File: config.mk
export PLATFORM = sky130hd
export DESIGN_NAME = tlas_top
export DESIGN_NICKNAME = d
export VERILOG_FILES = /design/src/verilog/tlas_pkg.sv /design/src/verilog/tlas_top.sv
export SDC_FILE = /design/constraint.sdc
export NUM_CORES = 1
export LEC_CHECK = 0
export BUFFER_PORTS_ARGS = -buffer_cell sky130_fd_sc_hd__buf_4
export CAP_MARGIN = 20
export CORE_AREA = 10 10 159 198
export DETAILED_ROUTE_END_ITERATION = 8
export DIE_AREA = 0 0 169 208
export PLACE_DENSITY = 0.5
export SKIP_LAST_GASP = 1
export SLEW_MARGIN = 0
export SYNTH_ARGS = -nofsm -noshare
export SYNTH_HDL_FRONTEND = slang
export SYNTH_SLANG_ARGS = --single-unit
File: constraint.sdc
create_clock -name clock -period 2.8 [get_ports clock]
set_input_delay 0.42 -clock clock [delete_from_list [all_inputs] [get_ports clock]]
set_output_delay 0.42 -clock clock [all_outputs]
set_load 0.05 [all_outputs]
File: src/verilog/tlas_pkg.sv
// Constants, register map and state codes of the temperature limit and alarm block
//
// Notes on behaviour
// [RULE1] Config bit 6 high selects standby; low runs continuous conversions.
// [RULE2] Entering standby aborts a running conversion and discards its result.
// [RULE3] Register reads and writes keep working while in standby.
// [RULE4] Any write to 0x0f converts both channels once, then standby resumes.
// [RULE5] Limit writes in standby re-check stored values and may raise alert.
// [RULE6] Alert is maskable; the over-temperature output can never be masked.
// [RULE7] Alert when a temperature is equal to or below its low limit.
// [RULE8] No alert while all temperatures lie between low and high limits.
// [RULE9] Alert when local or remote temperature is strictly above its high limit.
// [RULE10] Separate local and remote fail-safe limits drive over-temperature low.
// [RULE11] Host should set each fail-safe limit at or above its high limit.
// [RULE12] Hysteresis resets to 10 degrees and takes any later written value.
// [RULE13] One hysteresis value serves both over-temperature comparisons.
// [RULE14] Hysteresis is unsigned whole degrees, one degree per bit.
// [RULE15] Open-diode detector sampled at conversion start sets status bit 2.
// [RULE16] Under-range remote signal reports -128, code 0x80.
// [RULE17] Low test is less-or-equal, so -128 alerts even at minimum limit.
// [RULE18] Low limits reset to 0 degrees.
// [RULE19] Signed offset register is added to every remote measurement.
// [RULE20] Open remote sensor also pulls the alert output low.
// [RULE21] Alert releases after alert-address reply once its cause has gone.
// [RULE22] Data written to the single-shot register is ignored and not stored.
// [RULE23] Over-temperature releases below fail-safe limit minus hysteresis.
package tlas_pkg;

    // Register offsets (8-bit pointer space)
    localparam logic [7:0] ADDR_CONFIG = 8'h00;
    localparam logic [7:0] ADDR_LOCAL_TEMP = 8'h01;
    localparam logic [7:0] ADDR_REMOTE_TEMP = 8'h02;
    localparam logic [7:0] ADDR_STATUS = 8'h03;
    localparam logic [7:0] ADDR_LOCAL_HIGH = 8'h04;
    localparam logic [7:0] ADDR_LOCAL_LOW = 8'h05;
    localparam logic [7:0] ADDR_REMOTE_HIGH = 8'h06;
    localparam logic [7:0] ADDR_REMOTE_LOW = 8'h07;
    localparam logic [7:0] ADDR_REMOTE_OFFSET = 8'h08;
    localparam logic [7:0] ADDR_LOCAL_FAILSAFE = 8'h09;
    localparam logic [7:0] ADDR_REMOTE_FAILSAFE = 8'h0a;
    localparam logic [7:0] ADDR_FAILSAFE_HYST = 8'h0b;
    localparam logic [7:0] ADDR_SINGLE_CONV = 8'h0f;

    // Config fields
    localparam int CFG_STANDBY_BIT = 6;
    localparam int CFG_ALERT_MASK_BIT = 7;

    // Status fields
    localparam int ST_LOCAL_FS_BIT = 0;
    localparam int ST_REMOTE_FS_BIT = 1;
    localparam int ST_OPEN_BIT = 2;
    localparam int ST_REMOTE_LOW_BIT = 3;
    localparam int ST_REMOTE_HIGH_BIT = 4;
    localparam int ST_LOCAL_LOW_BIT = 5;
    localparam int ST_LOCAL_HIGH_BIT = 6;
    localparam int ST_BUSY_BIT = 7;

    // Reset values
    localparam logic [7:0] RST_CONFIG = 8'h00;
    localparam logic [7:0] RST_HIGH = 8'h7f;
    localparam logic [7:0] RST_LOW = 8'h00;
    localparam logic [7:0] RST_FAILSAFE = 8'h7f;
    localparam logic [7:0] RST_HYST = 8'h0a;
    localparam logic [7:0] RST_OFFSET = 8'h00;
    localparam logic [7:0] RST_TEMP = 8'h00;
    localparam logic [7:0] UNDER_RANGE_CODE = 8'h80;

    // Default idle gap between conversion rounds, in clock cycles
    localparam int CONV_GAP_CYCLES = 16;

    // Conversion sequencer, one-hot
    typedef enum logic [3:0] {
        SEQ_IDLE = 4'b0001,
        SEQ_LOCAL = 4'b0010,
        SEQ_REMOTE = 4'b0100,
        SEQ_GAP = 4'b1000
    } tlas_seq_e;

endpackage

File: src/verilog/tlas_top.sv
// Limit checking, alarm outputs, standby and single-shot control of the monitor
`timescale 1ns/10ps
module tlas_top #(
    parameter int GAP_CYCLES = tlas_pkg::CONV_GAP_CYCLES
) (
    // Clock and reset
    input wire logic clock,
    input wire logic rst_n,
    // Decoded register access from the serial slave
    input wire logic reg_wr_en,
    input wire logic reg_rd_en,
    input wire logic [7:0] reg_addr,
    input wire logic [7:0] reg_wdata,
    output logic [7:0] reg_rdata,
    // Alert reply address answered by the serial slave
    input wire logic alert_reply_address,
    // Converter interface
    output logic adc_start,
    output logic adc_remote_sel,
    output logic adc_abort,
    input wire logic adc_done,
    input wire logic [7:0] adc_result,
    input wire logic adc_under_range,
    input wire logic open_detect,
    // Open-drain alarm pins
    output logic alert_n_out,
    output logic alert_n_oe,
    output logic failsafe_overtemp_n_out,
    output logic failsafe_overtemp_n_oe
);

    localparam logic [15:0] GAP_LAST = 16'(GAP_CYCLES - 1);

    tlas_pkg::tlas_seq_e seq_r;
    tlas_pkg::tlas_seq_e seq_nxt;
    logic [15:0] gap_cnt_r;
    logic single_pend_r;
    logic [7:0] config_r;
    logic [7:0] local_temp_r;
    logic [7:0] remote_temp_r;
    logic [7:0] local_high_r;
    logic [7:0] local_low_r;
    logic [7:0] remote_high_r;
    logic [7:0] remote_low_r;
    logic [7:0] offset_r;
    logic [7:0] local_fs_r;
    logic [7:0] remote_fs_r;
    logic [7:0] hyst_r;
    logic open_fault_r;
    logic local_fs_hit_r;
    logic remote_fs_hit_r;
    logic alert_hold_r;
    logic [7:0] rdata_r;
    logic [7:0] rdata_nxt;
    logic start_r;
    logic sel_r;
    logic abort_r;
    logic alert_oe_r;
    logic fs_oe_r;
    logic pin_low_r;

    // Write strobes
    wire wr_config = reg_wr_en && (reg_addr == tlas_pkg::ADDR_CONFIG);
    wire wr_local_high = reg_wr_en && (reg_addr == tlas_pkg::ADDR_LOCAL_HIGH);
    wire wr_local_low = reg_wr_en && (reg_addr == tlas_pkg::ADDR_LOCAL_LOW);
    wire wr_remote_high = reg_wr_en && (reg_addr == tlas_pkg::ADDR_REMOTE_HIGH);
    wire wr_remote_low = reg_wr_en && (reg_addr == tlas_pkg::ADDR_REMOTE_LOW);
    wire wr_offset = reg_wr_en && (reg_addr == tlas_pkg::ADDR_REMOTE_OFFSET);
    wire wr_local_fs = reg_wr_en && (reg_addr == tlas_pkg::ADDR_LOCAL_FAILSAFE);
    wire wr_remote_fs = reg_wr_en && (reg_addr == tlas_pkg::ADDR_REMOTE_FAILSAFE);
    wire wr_hyst = reg_wr_en && (reg_addr == tlas_pkg::ADDR_FAILSAFE_HYST);
    wire wr_single = reg_wr_en && (reg_addr == tlas_pkg::ADDR_SINGLE_CONV); // RULE22

    // Mode and sequencing terms
    wire standby = config_r[tlas_pkg::CFG_STANDBY_BIT]; // RULE1
    wire alert_mask = config_r[tlas_pkg::CFG_ALERT_MASK_BIT];
    wire converting = (seq_r == tlas_pkg::SEQ_LOCAL) || (seq_r == tlas_pkg::SEQ_REMOTE);
    wire kill_conv = converting && standby && !single_pend_r; // RULE2
    wire local_done = (seq_r == tlas_pkg::SEQ_LOCAL) && adc_done && !kill_conv;
    wire remote_done = (seq_r == tlas_pkg::SEQ_REMOTE) && adc_done && !kill_conv;

    // Remote value: signed offset added with saturation, under-range forced to -128
    wire signed [8:0] remote_sum = $signed({adc_result[7], adc_result}) + $signed({offset_r[7], offset_r}); // RULE19
    wire sum_high = !remote_sum[8] && remote_sum[7];
    wire sum_low = remote_sum[8] && !remote_sum[7];
    wire [7:0] remote_sat = sum_high ? 8'h7f : (sum_low ? 8'h80 : remote_sum[7:0]);
    wire [7:0] remote_value = adc_under_range ? tlas_pkg::UNDER_RANGE_CODE : remote_sat; // RULE16

    // Limit comparisons on stored values, live so limit writes re-check at once
    wire local_low_hit = $signed(local_temp_r) <= $signed(local_low_r); // RULE7 RULE17
    wire remote_low_hit = $signed(remote_temp_r) <= $signed(remote_low_r); // RULE7 RULE17
    wire local_high_hit = $signed(local_temp_r) > $signed(local_high_r); // RULE9
    wire remote_high_hit = $signed(remote_temp_r) > $signed(remote_high_r); // RULE9
    wire alert_cause = local_low_hit || remote_low_hit || local_high_hit || remote_high_hit
        || open_fault_r; // RULE5 RULE8 RULE20

    // Fail-safe set above limit, release below limit minus shared hysteresis
    wire signed [9:0] local_release = $signed({{2{local_fs_r[7]}}, local_fs_r})
        - $signed({2'b00, hyst_r}); // RULE13 RULE14
    wire signed [9:0] remote_release = $signed({{2{remote_fs_r[7]}}, remote_fs_r})
        - $signed({2'b00, hyst_r}); // RULE13 RULE14
    wire local_fs_set = $signed(local_temp_r) > $signed(local_fs_r); // RULE10
    wire remote_fs_set = $signed(remote_temp_r) > $signed(remote_fs_r); // RULE10
    wire local_fs_clr = $signed({{2{local_temp_r[7]}}, local_temp_r}) < local_release; // RULE23
    wire remote_fs_clr = $signed({{2{remote_temp_r[7]}}, remote_temp_r}) < remote_release; // RULE23

    wire [7:0] status = {converting, local_high_hit, local_low_hit, remote_high_hit, remote_low_hit,
        open_fault_r, remote_fs_hit_r, local_fs_hit_r};

    // Sequencer next state
    always_comb begin
        seq_nxt = seq_r;
        case (seq_r)
            tlas_pkg::SEQ_IDLE: begin
                if (!standby || single_pend_r) begin
                    seq_nxt = tlas_pkg::SEQ_LOCAL;
                end
            end
            tlas_pkg::SEQ_LOCAL: begin
                if (kill_conv) begin
                    seq_nxt = tlas_pkg::SEQ_IDLE;
                end else if (adc_done) begin
                    seq_nxt = tlas_pkg::SEQ_REMOTE;
                end
            end
            tlas_pkg::SEQ_REMOTE: begin
                if (kill_conv) begin
                    seq_nxt = tlas_pkg::SEQ_IDLE;
                end else if (adc_done) begin
                    seq_nxt = single_pend_r ? tlas_pkg::SEQ_IDLE : tlas_pkg::SEQ_GAP; // RULE4
                end
            end
            tlas_pkg::SEQ_GAP: begin
                if (standby) begin
                    seq_nxt = tlas_pkg::SEQ_IDLE;
                end else if (gap_cnt_r == GAP_LAST) begin
                    seq_nxt = tlas_pkg::SEQ_LOCAL;
                end
            end
            default: seq_nxt = tlas_pkg::SEQ_IDLE;
        endcase
    end

    // Sequencer state and gap counter
    always_ff @(posedge clock) begin
        if (!rst_n) begin
            seq_r <= tlas_pkg::SEQ_IDLE;
            gap_cnt_r <= 16'h0000;
        end else begin
            seq_r <= seq_nxt;
            gap_cnt_r <= (seq_r == tlas_pkg::SEQ_GAP) ? gap_cnt_r + 16'h0001 : 16'h0000;
        end
    end

    // Single-shot request: only meaningful in standby; ends after the remote result
    always_ff @(posedge clock) begin
        if (!rst_n) begin
            single_pend_r <= 1'b0;
        end else if (wr_single && standby && !single_pend_r) begin
            single_pend_r <= 1'b1; // RULE4
        end else if (remote_done || !standby) begin
            single_pend_r <= 1'b0;
        end
    end

    // Converter handshake pulses
    always_ff @(posedge clock) begin
        if (!rst_n) begin
            start_r <= 1'b0;
            sel_r <= 1'b0;
            abort_r <= 1'b0;
        end else begin
            start_r <= (seq_nxt != seq_r) && ((seq_nxt == tlas_pkg::SEQ_LOCAL) || (seq_nxt == tlas_pkg::SEQ_REMOTE));
            sel_r <= (seq_nxt == tlas_pkg::SEQ_REMOTE);
            abort_r <= kill_conv; // RULE2
        end
    end

    // Open detector caught at the start of each remote conversion
    always_ff @(posedge clock) begin
        if (!rst_n) begin
            open_fault_r <= 1'b0;
        end else if ((seq_nxt == tlas_pkg::SEQ_REMOTE) && (seq_r != tlas_pkg::SEQ_REMOTE)) begin
            open_fault_r <= open_detect; // RULE15
        end
    end

    // Temperature values; an aborted conversion never lands here
    always_ff @(posedge clock) begin
        if (!rst_n) begin
            local_temp_r <= tlas_pkg::RST_TEMP;
            remote_temp_r <= tlas_pkg::RST_TEMP;
        end else begin
            if (local_done) begin
                local_temp_r <= adc_result; // RULE2
            end
            if (remote_done) begin
                remote_temp_r <= remote_value; // RULE2 RULE19
            end
        end
    end

    // Software registers, writable in any mode
    always_ff @(posedge clock) begin
        if (!rst_n) begin
            config_r <= tlas_pkg::RST_CONFIG;
            local_high_r <= tlas_pkg::RST_HIGH;
            local_low_r <= tlas_pkg::RST_LOW; // RULE18
            remote_high_r <= tlas_pkg::RST_HIGH;
            remote_low_r <= tlas_pkg::RST_LOW; // RULE18
            offset_r <= tlas_pkg::RST_OFFSET;
            local_fs_r <= tlas_pkg::RST_FAILSAFE;
            remote_fs_r <= tlas_pkg::RST_FAILSAFE;
            hyst_r <= tlas_pkg::RST_HYST; // RULE12
        end else begin
            if (wr_config) config_r <= reg_wdata; // RULE3
            if (wr_local_high) local_high_r <= reg_wdata; // RULE5
            if (wr_local_low) local_low_r <= reg_wdata; // RULE5
            if (wr_remote_high) remote_high_r <= reg_wdata; // RULE5
            if (wr_remote_low) remote_low_r <= reg_wdata; // RULE5
            if (wr_offset) offset_r <= reg_wdata;
            if (wr_local_fs) local_fs_r <= reg_wdata;
            if (wr_remote_fs) remote_fs_r <= reg_wdata;
            if (wr_hyst) hyst_r <= reg_wdata; // RULE12
        end
    end

    // Read mux; the single-shot address is write-only and reads zero
    always_comb begin
        if (reg_addr == tlas_pkg::ADDR_CONFIG) begin
            rdata_nxt = config_r;
        end else if (reg_addr == tlas_pkg::ADDR_LOCAL_TEMP) begin
            rdata_nxt = local_temp_r;
        end else if (reg_addr == tlas_pkg::ADDR_REMOTE_TEMP) begin
            rdata_nxt = remote_temp_r;
        end else if (reg_addr == tlas_pkg::ADDR_STATUS) begin
            rdata_nxt = status; // RULE15
        end else if (reg_addr == tlas_pkg::ADDR_LOCAL_HIGH) begin
            rdata_nxt = local_high_r;
        end else if (reg_addr == tlas_pkg::ADDR_LOCAL_LOW) begin
            rdata_nxt = local_low_r;
        end else if (reg_addr == tlas_pkg::ADDR_REMOTE_HIGH) begin
            rdata_nxt = remote_high_r;
        end else if (reg_addr == tlas_pkg::ADDR_REMOTE_LOW) begin
            rdata_nxt = remote_low_r;
        end else if (reg_addr == tlas_pkg::ADDR_REMOTE_OFFSET) begin
            rdata_nxt = offset_r;
        end else if (reg_addr == tlas_pkg::ADDR_LOCAL_FAILSAFE) begin
            rdata_nxt = local_fs_r;
        end else if (reg_addr == tlas_pkg::ADDR_REMOTE_FAILSAFE) begin
            rdata_nxt = remote_fs_r;
        end else if (reg_addr == tlas_pkg::ADDR_FAILSAFE_HYST) begin
            rdata_nxt = hyst_r;
        end else begin
            rdata_nxt = 8'h00;
        end
    end

    // Read data held until the next read strobe
    always_ff @(posedge clock) begin
        if (!rst_n) begin
            rdata_r <= 8'h00;
        end else if (reg_rd_en) begin
            rdata_r <= rdata_nxt; // RULE3
        end
    end

    // Alert latch: a live cause wins over the reply-address release unless config bit 7 masks alert
    always_ff @(posedge clock) begin
        if (!rst_n) begin
            alert_hold_r <= 1'b0;
        end else if (alert_cause && !alert_mask) begin
            alert_hold_r <= 1'b1; // RULE6 RULE7 RULE9
        end else if (alert_reply_address) begin
            alert_hold_r <= 1'b0; // RULE21
        end
    end

    // Fail-safe hysteresis flags, no mask term anywhere on this path
    always_ff @(posedge clock) begin
        if (!rst_n) begin
            local_fs_hit_r <= 1'b0;
            remote_fs_hit_r <= 1'b0;
        end else begin
            if (local_fs_set) local_fs_hit_r <= 1'b1; // RULE10
            else if (local_fs_clr) local_fs_hit_r <= 1'b0; // RULE23
            if (remote_fs_set) remote_fs_hit_r <= 1'b1; // RULE10
            else if (remote_fs_clr) remote_fs_hit_r <= 1'b0; // RULE23
        end
    end

    // Pin drivers: open drain, so the data level is always low and only enables move
    always_ff @(posedge clock) begin
        if (!rst_n) begin
            alert_oe_r <= 1'b0;
            fs_oe_r <= 1'b0;
            pin_low_r <= 1'b0;
        end else begin
            alert_oe_r <= alert_hold_r; // RULE6
            fs_oe_r <= local_fs_hit_r || remote_fs_hit_r; // RULE6 RULE10
            pin_low_r <= 1'b0;
        end
    end

    assign reg_rdata = rdata_r;
    assign adc_start = start_r;
    assign adc_remote_sel = sel_r;
    assign adc_abort = abort_r;
    assign alert_n_out = pin_low_r;
    assign alert_n_oe = alert_oe_r;
    assign failsafe_overtemp_n_out = pin_low_r;
    assign failsafe_overtemp_n_oe = fs_oe_r;

endmodule
Word-level counts from Yosys, hierarchy flattened
Index checks and enable logic that the tools add are counted.

word-level totals
  register bits after elaboration = 126

cells by class
  add/subtract/negate cells = 4
  magnitude comparators = 8
  equal/unequal tests = 21
  multiplexer cells = 32
  reduce and logical (&&, ||, !) cells = 44

operator list
  operator                                              count
  two-way mux 8 bit                                     15
  equality test 8 x 4 -> 1 bit, second input constant   5
  equality test 8 x 3 -> 1 bit, second input constant   4
  greater-than comparator 8 bit                         4
  two-way mux 4 bit                                     8
  logical AND 1 bit                                     23
  less-than comparator 8 x 10 -> 1 bit                  2
  subtractor 8 x 9 -> 10 bit                            2
  adder 16 x 1 -> 16 bit, second input constant         1
  equality test 16 x 4 -> 1 bit, second input constant  1
  equality test 8 x 2 -> 1 bit, second input constant   2
  less-or-equal comparator 8 bit                        2
  one-hot mux 4 bit (4 select lines)                    1
  adder 8 x 8 -> 9 bit                                  1
  logical OR 1 bit                                      9
  equality test 4 x 2 -> 1 bit, second input constant   2
  equality test 4 x 3 -> 1 bit, second input constant   2
  equality test 8 x 1 -> 1 bit, second input constant   1
  zero test 8 bit                                       1
  two-way mux 1 bit                                     8
  nonzero test 2 bit                                    4
  zero test 1 bit                                       6
  equality test 4 x 1 -> 1 bit, second input constant   1
  equality test 4 bit, second input constant            1
  other kinds (3)                                       3

Logic depth before layout (Yosys ltp)
  word-level depth = 13
  mapped depth = 15
  gate-level depth less buffers = 15

Worst setup path after synthesis
Ideal clock, no wire load.

  path kind = register -> register
  start = register remote_fs_r[0]
  end = register remote_fs_hit_r
  data arrival time = 2.468 ns
  required time = 2.668 ns
  setup slack = 0.200 ns
  cell stages (with the launch flop) = 16
  buffers on the path = 0
  period minus slack after synthesis = 2.600 ns
  cell sequence = dfxtp_1 -> inv_1 -> ha_1 -> inv_1 -> fa_1 -> a21o_1 -> a21oi_1 -> nor2b_1 -> o21a_1 -> o41ai_1 -> xnor2_1 -> ha_1 -> nor2_1 -> nand2_1 -> a31oi_1 -> a31oi_1

between the ends
  longest elaborated chain between the ends = 3
  elaborated cells between the ends (all ways) = 5
  those cells by class = add/sub (1); order compare (2); mux (1); reduce/logical (1)

ends and longest elaborated chain
  element                               line             RTL
  start: declaration                    tlas_top.sv:47   logic [7:0] remote_fs_r;
  start signal: assignment              tlas_top.sv:213  remote_fs_r <= tlas_pkg::RST_FAILSAFE;
  start signal: assignment              tlas_top.sv:223  if (wr_remote_fs) remote_fs_r <= reg_wdata;
  subtractor 8 x 9 -> 10 bit            tlas_top.sv:101  - $signed({2'b00, hyst_r});
  less-than comparator 8 x 10 -> 1 bit  tlas_top.sv:105  wire remote_fs_clr = $signed({{2{remote_temp_r[7]}}, remote_temp_r}) < remote_release;
  nonzero test 2 bit (no line)          --
  end signal: assignment                tlas_top.sv:283  remote_fs_hit_r <= 1'b0;
  end signal: assignment                tlas_top.sv:287  if (remote_fs_set) remote_fs_hit_r <= 1'b1;
  end signal: assignment                tlas_top.sv:288  else if (remote_fs_clr) remote_fs_hit_r <= 1'b0;
  end: declaration                      tlas_top.sv:51   logic remote_fs_hit_r;

Several ways; a longest one is shown, not always the timed one.
A chain may end at the register's enable or synchronous reset.

Worst setup path in the final report
Ends and elaborated chain as after synthesis.

==> results.cfg <==
[run_status]
status = finished, final reports clean

[sta]
fin_skew_ps = 8.73
max_freq_ghz = 0.374
slew_viol_final = 0
rsz0062_at_grt = yes
slew_headroom_pct = 44.9
finalSetupViolCount = 0
finalHoldViolCount = 0
tightest_slew_ps = 806
min_period_over_period_pct = 95.6
fin_ws_ps = 123
layout_min_cycle_time_ps = 2680

[synthesis]
synth_top_area_share_pct = 29.8
synth_area_um2 = 8450
postSynthAreaPerCell_um2 = 8.44
synth_edf_count = 0
async_flop_share_pct = 0
synthFlopType = dfxtp_1
ys_seq_elements = 126
ys_seq_area_share_pct = 29.8
synth_top_cell_by_area = dfxtp_1
synth.area.top_cells = dfxtp_1 30%, ha_1 14%, mux2i_1 6.9%
yosys_warnings = 0
syn_inst = 1001
synth_cell_types = 72

[hold_path]
hold_path_end = open_fault_r
hold_depth = 3
hp-start = open_detect
hold_path.class = in2reg

[placed_design]
port_buffers = 44
place_inst = 1385
hpwl_mm = 22.0
pre_cts_ws_ps = -2.97
gp_congestion = 0.940

[floorplanning]
dieWidth_um = 169
rows = 68
core_um2 = 27500
ioPinCount = 47
fp.dieH_um = 208
die-area_um2 = 35200
initial_utilization_pct = 30.8

[cells_and_area]
fin_cells = 1417
drive_above_1_share_pct = 15.0
fill_cells = 2844
antenna_cells = 0
final_nets = 1184
multi_input_area_um2 = 5480
area_growth_pct = 17.2
seqCellArea_um2 = 2530

[power_and_ir_drop]
power_leakage_uw = 0.00428
power_density_nw_per_um2 = 448
p_total_uw = 4440
ir_drop_uv = 422

[clock_network]
clockBufferDepth = 2
clk_pin_slew_ps = 60
clock-sinks = 126
cts_tree = done
htreeDepth = 4
cts_buffers = 17
cts-root-buf = clkbuf_16
clock_latency_ps = 430

[global_routing]
antenna_found_initial = 0
grt_usage_pct = 16.0
grt_pass1_wl_mm = 43.7
grt_max_degree = 47
overflow = 0
grt_pass1_vias = 7236

[setup_path]
required_ps = 3100
crit_arrival_ps = 2980
critPathKind = reg2reg
crit_chain = inv_2 -> ha_4 -> inv_2 -> fa_2 -> a21o_1 -> a21oi_2 -> nor2b_1 -> o21a_1 -> o41ai_2 -> xnor2_1 -> ha_2 -> nor2_2 -> nand2_1 -> a31oi_1 -> a31oi_1
critPathMaxFanout = 2
rr_endpoint = remote_fs_hit_r
r2r-start = remote_fs_r[0]
cp_top_family = compound AO/OA/AOI/OAI gates
worstPathBufferInverterCount = 2
crit_path_top_delay_cell = fa_2
cp-start-kind = flop
max_stage_delay_ps = 350
r2r_setup_slack_ps = 120
worstSetupEndpointType = flop
r2r_cells = 15

[flow_run]
maxCapViolCount = 0

[routing]
final_antenna_net_count = 0
first_iter_violations = 597
wl_mm = 28.7
wl_per_cell_um = 20.3
drt-vias-per-instance = 5.32
drc_errors = 0
num_vias = 7538
drtPass1Iterations = 5
-- synth_stat cells (all sizes together), types with 4 or more instances --
master / instances
xor2: 16
nor4: 5
o31ai: 4
o41ai: 4
o211ai: 31
dfxtp: 126
or3: 7
nand4: 9
buf: 19
o22ai: 12
nand3: 28
o21ai: 49
mux2: 4
clkbuf: 26
nand2b: 17
a21oi: 48
a31oi: 14
nand2: 90
o2111ai: 5
a21o: 4
and3: 5
o21a: 21
mux4: 8
nor2: 102
ha: 93
inv: 78
nor2b: 24
or2: 7
mux2i: 58
xnor2: 13
a211oi: 7
nor3: 15
-- worst max-delay path by stage --
stage / startpoint / to / slack [ps] / depth (start not counted)
finish: remote_fs_r[0] / remote_fs_hit_r / 120 / 15
detailed placement: hyst_r[0] / remote_fs_hit_r / -3 / 14
global route: remote_fs_r[0] / remote_fs_hit_r / -50 / 15
CTS: hyst_r[0] / local_fs_hit_r / 8 / 14
floorplan: remote_fs_r[0] / remote_fs_hit_r / 200 / 15
global placement: hyst_r[0] / remote_fs_hit_r / 20 / 14
-- worst min-delay path, cell delays in order --
cell and delay (ps):
buf_4 80, mux2i_1 50, nor2_1 70
-- layout make-up --
class	instances	share of cell area [%]
multi-input combinational	753	55.3
sequential	126	25.5
timing repair buffer	80	6.06
clock buffer	23	4.83
tap	350	4.42
inverter	78	2.96
clock inverter	7	0.884
-- kinds of logic (layout without fill, tap and decap cells) --
family / Yosys count / count (layout) / synth area share, %
other cells: 1 / 2 / 0.0444
fa+ha+maj: 96 / 96 / 14.5
buf+inv: 123 / 188 / 5.92
flops: 126 / 126 / 29.8
simple gates: 325 / 325 / 19.2
mux: 70 / 70 / 9.54
xor+xnor: 29 / 29 / 3.01
compound gates: 231 / 231 / 18.0
-- stage by stage --
stage / TNS (ps) / util, % / area (um^2) / hold slack (ps)
after CTS: 0 / 35.8 / 9840 / 225
after global placement: 0 / 33.7 / 9270 / 433
after detailed placement: -2.97 / 33.7 / 9270 / 440
final: 0 / 36.0 / 9910 / 234
after global routing: -47.2 / 36.0 / 9910 / 238
after floorplan: 0 / - / 8450 / 418
-- metal layers --
| metal | routed length, um | track usage (%) | part of all wire [%] | vias up |
|---|---|---|---|---|
| li1 | - | - | - | 3678 |
| met1 | 12100 | 19.2 | 42 | 3623 |
| met5 | 0 | 0 | 0 | - |
| met2 | 14300 | 27.4 | 50 | 197 |
| met4 | 816 | 5.79 | 2.8 | 0 |
| met3 | 1500 | 3.21 | 5.2 | 40 |
-- state kept, by name, summed over array words and instances, names as in the netlist, 8 cells and up --
name           count
remote_fs_r        8
remote_high_r      8
local_temp_r       8
gap_cnt_r         16
config_r           8
local_fs_r         8
hyst_r             8
offset_r           8
remote_low_r       8
local_high_r       8
reg_rdata          8
local_low_r        8
remote_temp_r      8
-- layout by cell type, fill, tap and decap left out, types with 5 or more instances in the layout --
cell type,count
or3_1,7
inv_1,74
dfxtp_1,124
mux2i_1,58
or2_2,7
clkbuf_16,17
a21oi_1,46
mux4_2,8
nor2_1,97
o211ai_1,31
xor2_1,16
nand4_1,9
and3_1,5
o21ai_0,47
nor2b_1,24
xnor2_1,13
nand3_1,24
nand2_1,90
nand2b_1,17
a31oi_1,14
o22ai_1,11
o21a_1,21
ha_1,91
a211oi_1,7
nor3_1,12
buf_4,80
o2111ai_1,5
-- where the power goes --
part | internal, uW | total (uW) | switching [uW]
combinational | 149 | 415 | 265
sequential | 1810 | 1840 | 30.2
clock | 1360 | 2190 | 822
total | 3320 | 4440 | 1120
-- timing repair --
item                                    CTS  global route
endpoints found under the setup margin    1             4
gates resized for setup                   1            18
hold buffers                              0             0
buffers inserted                          0             2
gates cloned                              0             0
pin swaps                                 0            11
Note: power is estimated with default switching activity, not from simulation.
